## src/gpmo_params.svh

```systemverilog
// constants of the masked gpio output-value block
// assumes a 32-bit classic wishbone slave at the core clock
// Contract
// a 32-bit output-value register holds one independently set bit per pin, nine pins.
// a write changes a pin's value bit only when its mask bit is 1 in that write.
// mask bits are not stored and always read as 0.
// a read returns every stored value bit whatever the pin's configuration.
// a driving pin is high for a stored 1 and low for a stored 0.
// a pin is driven only when selected as gpio and set as an output.
// a direction bit of 0 means output and 1 means input.
// pins 0 to 3 use value bits 0 to 3 and mask bits 4 to 7.
// pins 4 to 7 use value bits 8 to 11 and mask bits 12 to 15.
// pin 8 uses value bit 16 and mask bit 20; no other bit has a function.
// single-octet writes are accepted and leave other octets untouched.
// software writes 0 to every reserved bit.
// after reset all value bits are 0 and reserved bits always read 0.
`ifndef GPMO_PARAMS_SVH
`define GPMO_PARAMS_SVH
`define GPMO_NPINS        9
`define GPMO_OFF_OUTVAL   8'h0C
`define GPMO_OUTVAL_RST   9'h000
`define GPMO_LO_VAL       0
`define GPMO_LO_MSK       4
`define GPMO_HI_VAL       8
`define GPMO_HI_MSK       12
`define GPMO_P8_VAL       16
`define GPMO_P8_MSK       20
`define GPMO_DIR_OUT      1'h0
`endif

```

## src/gpmo_pkg.sv

```systemverilog
// types of the masked gpio output-value block
// assumes gpmo_params.svh for the numeric constants
package gpmo_pkg;
   typedef struct packed {
      logic        cyc;
      logic        stb;
      logic        we;
      logic [7:0]  adr;
      logic [3:0]  sel;
      logic [31:0] dat;
   } gpmo_wb_req_s;
   typedef enum logic [1:0] {
      GPMO_IDLE = 2'b01,
      GPMO_ACK  = 2'b10
   } gpmo_bus_e;
   typedef struct packed {
      gpmo_bus_e   st;
      logic        err;
      logic [31:0] rdat;
      logic [8:0]  val;
   } gpmo_state_s;
endpackage

```

## src/gpmo_pin_drv.sv

```systemverilog
// one pin's output driver
// assumes mode and direction come from elsewhere in the device
`include "gpmo_params.svh"
module gpmo_pin_drv
   import gpmo_pkg::*;
(
   input  wire logic core_clk,
   input  wire logic sys_rst,
   input  wire logic out_value_bit,
   input  wire logic gpio_sel,
   input  wire logic direction_bit,
   output logic      pin_o,
   output logic      pin_oe_n
);
   logic drive;
   assign drive = gpio_sel && (direction_bit == `GPMO_DIR_OUT);
   always_ff @(posedge core_clk) begin
      if (sys_rst) begin
         pin_o    <= 1'h0;
         pin_oe_n <= 1'h1;
      end else begin
         pin_o    <= out_value_bit;
         pin_oe_n <= ~drive;
      end
   end
   a_drive_follows: assert property (@(posedge core_clk) disable iff (sys_rst)
      (gpio_sel && !direction_bit) |=> !pin_oe_n && pin_o == $past(out_value_bit))
      else $error("driven pin does not follow stored value");
   a_input_floats: assert property (@(posedge core_clk) disable iff (sys_rst)
      (direction_bit || !gpio_sel) |=> pin_oe_n)
      else $error("pin driven while not a gpio output");
endmodule

```

## src/gpmo_top.sv

```systemverilog
// masked gpio output-value register with its pin drivers
// assumes a classic wishbone master on core_clk, synchronous reset
//
// Decided for this implementation: register access over Wishbone.
`include "gpmo_params.svh"
module gpmo_top
   import gpmo_pkg::*;
(
   input  wire logic                    core_clk,
   input  wire logic                    sys_rst,
   input  wire gpmo_wb_req_s            wb_req,
   output logic [31:0]                  wb_dat_o,
   output logic                         wb_ack_o,
   output logic                         wb_err_o,
   input  wire logic [`GPMO_NPINS-1:0]  gpio_sel,
   input  wire logic [`GPMO_NPINS-1:0]  direction_bit,
   output logic [`GPMO_NPINS-1:0]       pin_o,
   output logic [`GPMO_NPINS-1:0]       pin_oe_n,
   output logic [`GPMO_NPINS-1:0]       out_value_bit
);
   gpmo_state_s s_q;
   gpmo_state_s s_d;
   logic        req;
   logic        hit;
   logic [31:0] wmask;
   logic [31:0] wdat;
   logic [31:0] rd_word;
   logic [8:0]  new_val;
   logic [7:0]  reg_off;
   integer      i;

   assign req = wb_req.cyc && wb_req.stb && (s_q.st == GPMO_IDLE);
   assign reg_off = `GPMO_OFF_OUTVAL;
   // byte lanes within the word are not decoded
   assign hit = (wb_req.adr[7:2] == reg_off[7:2]);
   assign wmask = {{8{wb_req.sel[3]}}, {8{wb_req.sel[2]}},
                   {8{wb_req.sel[1]}}, {8{wb_req.sel[0]}}};
   assign wdat = wb_req.dat & wmask;

   // value bit moves only where its own mask bit is set in this write
   always_comb begin
      new_val = s_q.val;
      for (i = 0; i < 4; i = i + 1) begin
         if (wdat[`GPMO_LO_MSK + i]) begin
            new_val[i] = wdat[`GPMO_LO_VAL + i];
         end
         if (wdat[`GPMO_HI_MSK + i]) begin
            new_val[4 + i] = wdat[`GPMO_HI_VAL + i];
         end
      end
      if (wdat[`GPMO_P8_MSK]) begin
         new_val[8] = wdat[`GPMO_P8_VAL];
      end
   end

   // masks and reserved bits read as zero
   always_comb begin
      rd_word = 32'h0000_0000;
      rd_word[`GPMO_LO_VAL +: 4] = s_q.val[3:0];
      rd_word[`GPMO_HI_VAL +: 4] = s_q.val[7:4];
      rd_word[`GPMO_P8_VAL] = s_q.val[8];
   end

   always_comb begin
      s_d = s_q;
      case (s_q.st)
         GPMO_IDLE: begin
            if (req) begin
               s_d.st   = GPMO_ACK;
               s_d.err  = !hit;
               s_d.rdat = 32'h0000_0000;
               if (hit && wb_req.we) begin
                  s_d.val = new_val;
               end else if (hit) begin
                  s_d.rdat = rd_word;
               end
            end
         end
         GPMO_ACK: begin
            s_d.st  = GPMO_IDLE;
            s_d.err = 1'h0;
         end
         default: begin
            s_d.st = GPMO_IDLE;
         end
      endcase
   end

   always_ff @(posedge core_clk) begin
      if (sys_rst) begin
         s_q.st   <= GPMO_IDLE;
         s_q.err  <= 1'h0;
         s_q.rdat <= 32'h0000_0000;
         s_q.val  <= `GPMO_OUTVAL_RST;
      end else begin
         s_q <= s_d;
      end
   end

   assign wb_ack_o      = (s_q.st == GPMO_ACK) && !s_q.err;
   assign wb_err_o      = (s_q.st == GPMO_ACK) && s_q.err;
   assign wb_dat_o      = s_q.rdat;
   assign out_value_bit = s_q.val;

   genvar g;
   generate
      for (g = 0; g < `GPMO_NPINS; g = g + 1) begin : g_pin
         gpmo_pin_drv u_drv (
            .core_clk      (core_clk),
            .sys_rst       (sys_rst),
            .out_value_bit (s_q.val[g]),
            .gpio_sel      (gpio_sel[g]),
            .direction_bit (direction_bit[g]),
            .pin_o         (pin_o[g]),
            .pin_oe_n      (pin_oe_n[g])
         );
      end
   endgenerate

   a_mask_zero: assert property (@(posedge core_clk) disable iff (sys_rst)
      wb_ack_o |-> (wb_dat_o & 32'hFFFE_F0F0) == 32'h0000_0000)
      else $error("mask or reserved bit read as one");
   a_unmapped_err: assert property (@(posedge core_clk) disable iff (sys_rst)
      (req && !hit) |=> wb_err_o && s_q.val == $past(s_q.val))
      else $error("unmapped access not refused");
   a_unmasked_hold: assert property (@(posedge core_clk) disable iff (sys_rst)
      (req && hit && wb_req.we && !(wb_req.sel[0] && wb_req.dat[4]))
      |=> s_q.val[0] == $past(s_q.val[0]))
      else $error("pin 0 changed without its mask");
   a_masked_write: assert property (@(posedge core_clk) disable iff (sys_rst)
      (req && hit && wb_req.we && wb_req.sel[2] && wb_req.dat[20])
      |=> s_q.val[8] == $past(wb_req.dat[16]))
      else $error("pin 8 missed a masked write");
   a_octet_isolated: assert property (@(posedge core_clk) disable iff (sys_rst)
      (req && hit && wb_req.we && !wb_req.sel[1])
      |=> s_q.val[7:4] == $past(s_q.val[7:4]))
      else $error("unselected octet changed");
   a_read_value: assert property (@(posedge core_clk) disable iff (sys_rst)
      (req && hit && !wb_req.we) |=> wb_ack_o
      && wb_dat_o[3:0] == $past(s_q.val[3:0])
      && wb_dat_o[11:8] == $past(s_q.val[7:4]))
      else $error("read does not show stored values");
   a_hi_write: assert property (@(posedge core_clk) disable iff (sys_rst)
      (req && hit && wb_req.we && wb_req.sel[1] && wb_req.dat[12])
      |=> s_q.val[4] == $past(wb_req.dat[8]))
      else $error("pin 4 missed a masked write");
   a_reset_clear: assert property (@(posedge core_clk)
      $past(sys_rst) |-> s_q.val == 9'h000)
      else $error("values not cleared by reset");
   a_lo_write: assert property (@(posedge core_clk) disable iff (sys_rst)
      (req && hit && wb_req.we && wb_req.sel[0] && wb_req.dat[7])
      |=> s_q.val[3] == $past(wb_req.dat[3]))
      else $error("pin 3 missed a masked write");
endmodule

```

## config.mk

```make
export PLATFORM = sky130hd
export DESIGN_NAME = gpmo_top
export DESIGN_NICKNAME = d
export VERILOG_FILES = /design/src/gpmo_pkg.sv /design/src/gpmo_pin_drv.sv /design/src/gpmo_top.sv
export VERILOG_INCLUDE_DIRS = /design/src /design/src/src
export SDC_FILE = /design/constraint.sdc
export NUM_CORES = 1
export LEC_CHECK = 0
export ABC_CLOCK_PERIOD_IN_PS = 3700
export BUFFER_PORTS_ARGS = -buffer_cell sky130_fd_sc_hd__buf_2
export CORE_UTILIZATION = 42
export CTS_BUF_LIST = sky130_fd_sc_hd__clkbuf_8
export CTS_CLUSTER_DIAMETER = 80
export CTS_CLUSTER_SIZE = 40
export DETAILED_ROUTE_END_ITERATION = 6
export PLACE_DENSITY = 0.79
export SYNTH_ARGS = -nofsm -noshare
export SYNTH_HDL_FRONTEND = slang
export SYNTH_SLANG_ARGS = --single-unit
```

## constraint.sdc

```tcl
create_clock -name core_clk -period 3.7 [get_ports core_clk]
set_input_delay 1.11 -clock core_clk [delete_from_list [all_inputs] [get_ports core_clk]]
set_output_delay 1.11 -clock core_clk [all_outputs]
set_load 0.01 [all_outputs]
```

==> results of run 1 <==
[cells by family (layout without fill, tap and decap cells)]
kind of cell	after synthesis	count (layout)
buf+inv	75	105
other cells	1	23
simple gates	79	79
compound gates	12	12
mux	9	9
flops	39	39
[cell usage after synthesis]
master	n	area share
nor4_1	9	0.029
buf_2	1	0.0025
dfxtp_1	39	0.40
inv_1	9	0.017
nor2_1	10	0.019
clkbuf_1	4	0.0076
a311oi_1	1	0.0044
nand2b_1	9	0.029
and3b_1	1	0.0044
nor3b_1	2	0.0076
buf_1	1	0.0019
nand3_1	1	0.0025
nand2_1	11	0.021
o21bai_1	1	0.0038
nor2b_1	12	0.038
nand3b_1	9	0.034
and2_0	1	0.0032
and2_1	7	0.022
a21oi_1	1	0.0025
nand4b_1	2	0.0089
mux2_2	9	0.051
conb_1	1	0.0019
or4_4	2	0.011
nand4_1	2	0.0064
and3_1	1	0.0032
buf_4	59	0.22
o21ai_2	9	0.040
buf_6	1	0.0057
[power breakdown]
part,internal (mW),switching [mW]
sequential,0.425,0.00287
combinational,0.0329,0.0430
clock,0.167,0.131
[placed cells by master, fill, tap and decap left out, types with 7 or more instances in the layout]
cell	count
nand2b_1	9
and2_1	7
nor4_1	9
nor2b_1	12
inv_1	10
buf_2	87
nor2_1	10
nand2_1	11
mux2_2	9
dfxtp_1	39
clkbuf_8	7
conb_1	23
o21ai_2	9
nand3b_1	9
[routing by layer]
layer | vias to the layer above | wire length [µm]
li1 | 721 | -
met1 | 655 | 1600
met2 | 64 | 1840
met3 | 2 | 252
met4 | 0 | 25
met5 | - | 0
[layout make-up]
type                       count  area, µm²
tap                           52       65.1
timing repair buffer          88        443
clock inverter                 1       3.75
sequential                    39        781
clock buffer                   7       96.3
inverter                       9       33.8
multi-input combinational    123        759
fill                         435       2260
[sequential cells by signal, indices dropped and copies added, names as in the netlist]
name	flops
g_pin.u_drv.pin_o	9
out_value_bit	9
s_q	3
wb_dat_o	9
g_pin.u_drv.pin_oe_n	9
[how the worst max path moves through the flow]
| stage | start | to | cells past startpoint |
|---|---|---|---|
| 4_1_cts | wb_req[41] | wb_dat_o[2] | 4 |
| 6_report | wb_req[41] | out_value_bit[8] | 4 |
| 5_1_grt | wb_req[41] | out_value_bit[8] | 4 |
| 2_1_floorplan | wb_req[41] | out_value_bit[8] | 4 |
| 3_5_place_dp | wb_req[41] | wb_dat_o[2] | 4 |
| 3_3_place_gp | wb_req[41] | out_value_bit[8] | 4 |
[worst max-delay path, stage by stage]
cell	delay [ns]
buf_2	0.09
or4_4	0.63
nor4_1	0.42
mux2_2	0.37
==> results.yml, run 1 <==
worst_setup_path:
  startpoint_type: "input pin"
  critical_path_class: "in -> reg"
  cp_data_arrival_time_ns: 2.64
  cp_max_fo: 11
  worst-r2r-cell-count: 3
  cp-end-kind: "flop"
  r2r-start: "s_q[42]"
  required_ns: 3.86
  r2r_setup_slack_ns: 1.81
  timing.rr.end: "out_value_bit[8]"
drt:
  dr.pass1.iters: 6
  wl_per_cell_um: 11.7
  drc: 10
  final_antenna_net_count: 0
  drt_wl_total_um: 3730
  detail_route.vias_per_cell: 4.52
  num_vias: 1442
  dr.first_iter.drc_count: 26
clock_tree:
  clk_path_buf_depth: 2
  cts_tree: "done"
  clk_latency_ns: 0.27
  clock-sinks: 39
  cts_root_buffer: "clkbuf_8"
  ctsHoldBuffers: 0
  cts_resized: 0
  numCtsBuffers: 5
  clk_pin_slew_worst_paths_ns: 0.07
  cts.htree.levels: 2
  cts_setup_buffers: 0
hold_path:
  min_to: "wb_dat_o[8]"
  min_path_cells: 2
  hp-class: "reg -> reg"
  hold_path.startpoint: "out_value_bit[4]"
grt:
  antenna_found_initial: 0
  met1_usage: 0.178
  met2_usage: 0.271
  grt_max_degree: 34
  grt_busiest_layer: "met2"
  grt.overflow.total: 0
  grt_pass1_vias: 1330
  grt_pass1_wl_um: 5900
  track_usage: 0.155
  grt_util_met3: 0.0447
sta:
  hold_viol: 0
  finalCriticalPeriod_ns: 2.47
  slew_headroom: 0.613
  rsz0062_at_grt: "no"
  period_share: 0.668
  whs_ns: 0.483
  tns_ns: 0
  clock_skew_ns: 0.00518
  max_freq_mhz: 404
  final_max_slew_viol_count: 0
  finalWorstSetupSlack_ns: 1.23
  setup_viol: 0
  tightest_slew_ns: 0.581
layout:
  layout-drive-gt1-share: 0.431
  diodes: 0
  finalInstanceArea_um2: 2180
  final_nets: 333
  instances_no_fill: 319
  area.growth.synth_to_final_pct: 10.8
  final_core_util: 0.491
placed_design:
  postPlaceCellArea_um2: 2080
  io_buffer_count: 87
  place_hpwl_um: 2800
  dp_slack_ns: 0.953
  placedCellCount: 311
  gp_congestion: 0.704
synth:
  ys_ff_latch: 39
  synth_top_family_by_area: "buffers and inverters"
  yosysSeqAreaShare: 0.396
  synth_fa_ha_area_frac: 0
  syn_area_um2: 1970
  yosys.area_share.simple: 0.240
  synthCells: 215
  synth_mux_area_frac: 0.0515
  yosysWarningCount: 0
  synth_xor_area_frac: 0
  yosysUniqueCellTypes: 28
  synth-compound-area-share: 0.0508
  postSynthAreaPerCell_um2: 9.16
floorplanning:
  die-area_um2: 4970
  start_util: 0.443
  core_region_area_um2: 4440
  die_w_um: 70.5
  die_height_um: 70.5
  num_rows: 24
  io_pins: 128
outcome:
  violations: "DRC"
  status: "complete, but fails checks"
power_and_ir_drop:
  cellPowerDensity_nw_per_um2: 367
  total_power_mw: 0.802
  peakVddDrop_v: 0.000247
  leakagePower_nw: 1.08
flow_run:
  drv_cap: 0
(Power assumes the default switching activity.)
==> run 2, diff against run 1 <==
--- a/config.mk
+++ b/config.mk
@@ -6,14 +6,14 @@
 export SDC_FILE = /design/constraint.sdc
 export NUM_CORES = 1
 export LEC_CHECK = 0
-export ABC_CLOCK_PERIOD_IN_PS = 3700
+export ABC_CLOCK_PERIOD_IN_PS = 2250
 export BUFFER_PORTS_ARGS = -buffer_cell sky130_fd_sc_hd__buf_2
-export CORE_UTILIZATION = 42
+export CORE_UTILIZATION = 39
 export CTS_BUF_LIST = sky130_fd_sc_hd__clkbuf_8
 export CTS_CLUSTER_DIAMETER = 80
 export CTS_CLUSTER_SIZE = 40
 export DETAILED_ROUTE_END_ITERATION = 6
-export PLACE_DENSITY = 0.79
+export PLACE_DENSITY = 0.77
 export SYNTH_ARGS = -nofsm -noshare
 export SYNTH_HDL_FRONTEND = slang
 export SYNTH_SLANG_ARGS = --single-unit
==> constraint.sdc (replaced) <==
create_clock -name core_clk -period 2.25 [get_ports core_clk]
set_input_delay 0.675 -clock core_clk [delete_from_list [all_inputs] [get_ports core_clk]]
set_output_delay 0.675 -clock core_clk [all_outputs]
set_load 0.01 [all_outputs]
==> run 2 against run 1 <==
  * The flow now finishes without violations
  * Design area up 2.5%
  * Worst hold slack barely moved
  * Sequential power is 64% higher
  * Die area increased by 7.5%
==> results.yml, run 2 (synthesis results as in run 1) <==
floorplanning:
  io_pins: 128
  die_height_um: 73.1
  start_util: 0.412
  core_region_area_um2: 4790
  num_rows: 25
  die-area_um2: 5340
  die_w_um: 73.1
clock_tree:
  ctsHoldBuffers: 0
  cts_tree: "done"
  clock-sinks: 39
  clk_latency_ns: 0.28
  clk_pin_slew_worst_paths_ns: 0.08
  numCtsBuffers: 5
  cts_resized: 0
  cts.htree.levels: 2
  clk_path_buf_depth: 2
  cts_setup_buffers: 0
  cts_root_buffer: "clkbuf_8"
drt:
  dr.pass1.iters: 4
  num_vias: 1428
  drt_wl_total_um: 3870
  drc: 0
  final_antenna_net_count: 0
  dr.first_iter.drc_count: 44
  detail_route.vias_per_cell: 4.19
  wl_per_cell_um: 11.3
sta:
  rsz0062_at_grt: "no"
  final_max_slew_viol_count: 0
  max_freq_mhz: 496
  clock_skew_ns: 0.00735
  finalWorstSetupSlack_ns: 0.234
  period_share: 0.896
  setup_viol: 0
  tns_ns: 0
  hold_viol: 0
  finalCriticalPeriod_ns: 2.02
  whs_ns: 0.483
worst_setup_path:
  crit_path_frequent_cell: "or4_4"
  cp_cell_sequence: "buf_2 -> or4_4 -> or4_4 -> o21ai_2"
  crit_slowest_cell: "or4_4"
  worst-r2r-cell-count: 5
  crit_buf_inv: 1
  cp_data_arrival_time_ns: 2.24
  critical_path_class: "in -> reg"
  slowest_delay_ns: 0.68
  startpoint_type: "input pin"
  critical-path-top-delay-family: "simple AND/OR/NAND/NOR gates"
  critical_path_depth: 4
  cp-end-kind: "flop"
  cp_max_fo: 11
  required_ns: 2.47
layout:
  final_nets: 340
  final_cell_mix: "87 x buf_2, 39 x dfxtp_1, 23 x conb_1, 12 x nor2b_1, 11 x nand2_1"
  layout_commonest_cell: "buf_2"
  diodes: 0
  area.growth.synth_to_final_pct: 13.6
  instances_no_fill: 341
  finalInstanceArea_um2: 2240
  layout-drive-gt1-share: 0.449
placed_design:
  placedCellCount: 333
  dp_slack_ns: -0.0670
  io_buffer_count: 87
  place_hpwl_um: 3030
  gp_congestion: 0.743
  postPlaceCellArea_um2: 2150
flow_run:
  drv_cap: 0
grt:
  grt.overflow.total: 0
  grt_max_degree: 16
  track_usage: 0.146
  antenna_found_initial: 0
  grt_pass1_vias: 1281
  grt_pass1_wl_um: 5790
outcome:
  status: "finished, final reports clean"
hold_path:
  min_path_cells: 2
  hp-class: "reg -> reg"
power_and_ir_drop:
  leakagePower_nw: 1.10
  peakVddDrop_v: 0.000364
  cellPowerDensity_nw_per_um2: 576
==> run 2: layout make-up <==
class	count	area, µm²
timing repair buffer	95	495
multi-input combinational	123	759
tap	67	83.8
clock inverter	3	15.0
sequential	39	781
inverter	9	33.8
fill	498	2550
clock buffer	5	68.8
==> run 2: layer usage <==
| layer | wire (µm) | track usage | vias to the layer above |
|---|---|---|---|
| li1 | - | - | 738 |
| met1 | 1740 | 0.179 | 619 |
| met2 | 1810 | 0.235 | 64 |
| met3 | 274 | 0.0552 | 7 |
| met4 | 44 | 0.0458 | 0 |
| met5 | 0 | 0 | - |
==> run 2: stage by stage <==
step                utilization  total power, mW
floorplan                     -            0.819
global placement          0.450            0.849
detailed placement        0.450            0.852
CTS                       0.467             1.30
global route              0.467             1.35
finish                    0.467             1.29
==> run 2: where the power goes <==
part	switching [mW]	internal, mW	total, mW
logic	0.0715	0.0600	0.131
clock network	0.241	0.212	0.453
registers	0.00473	0.699	0.704
total	0.317	0.971	1.29
==> run 2: tightest hold or removal path, cell delays in order (launching register included) <==
cell,delay [ns]
dfxtp_1,0.31
nand3b_1,0.09
o21ai_2,0.05
==> run 2: worst paths after layout <==
kind / start / endpoint / slack, ns
worst min register to register: wb_dat_o[3] / wb_dat_o[3] / 0.48
worst min-delay path: wb_dat_o[3] / wb_dat_o[3] / 0.48
worst max-delay path: wb_req[41] / wb_dat_o[0] / 0.23
worst max register to register: s_q[42] / out_value_bit[3] / 0.59
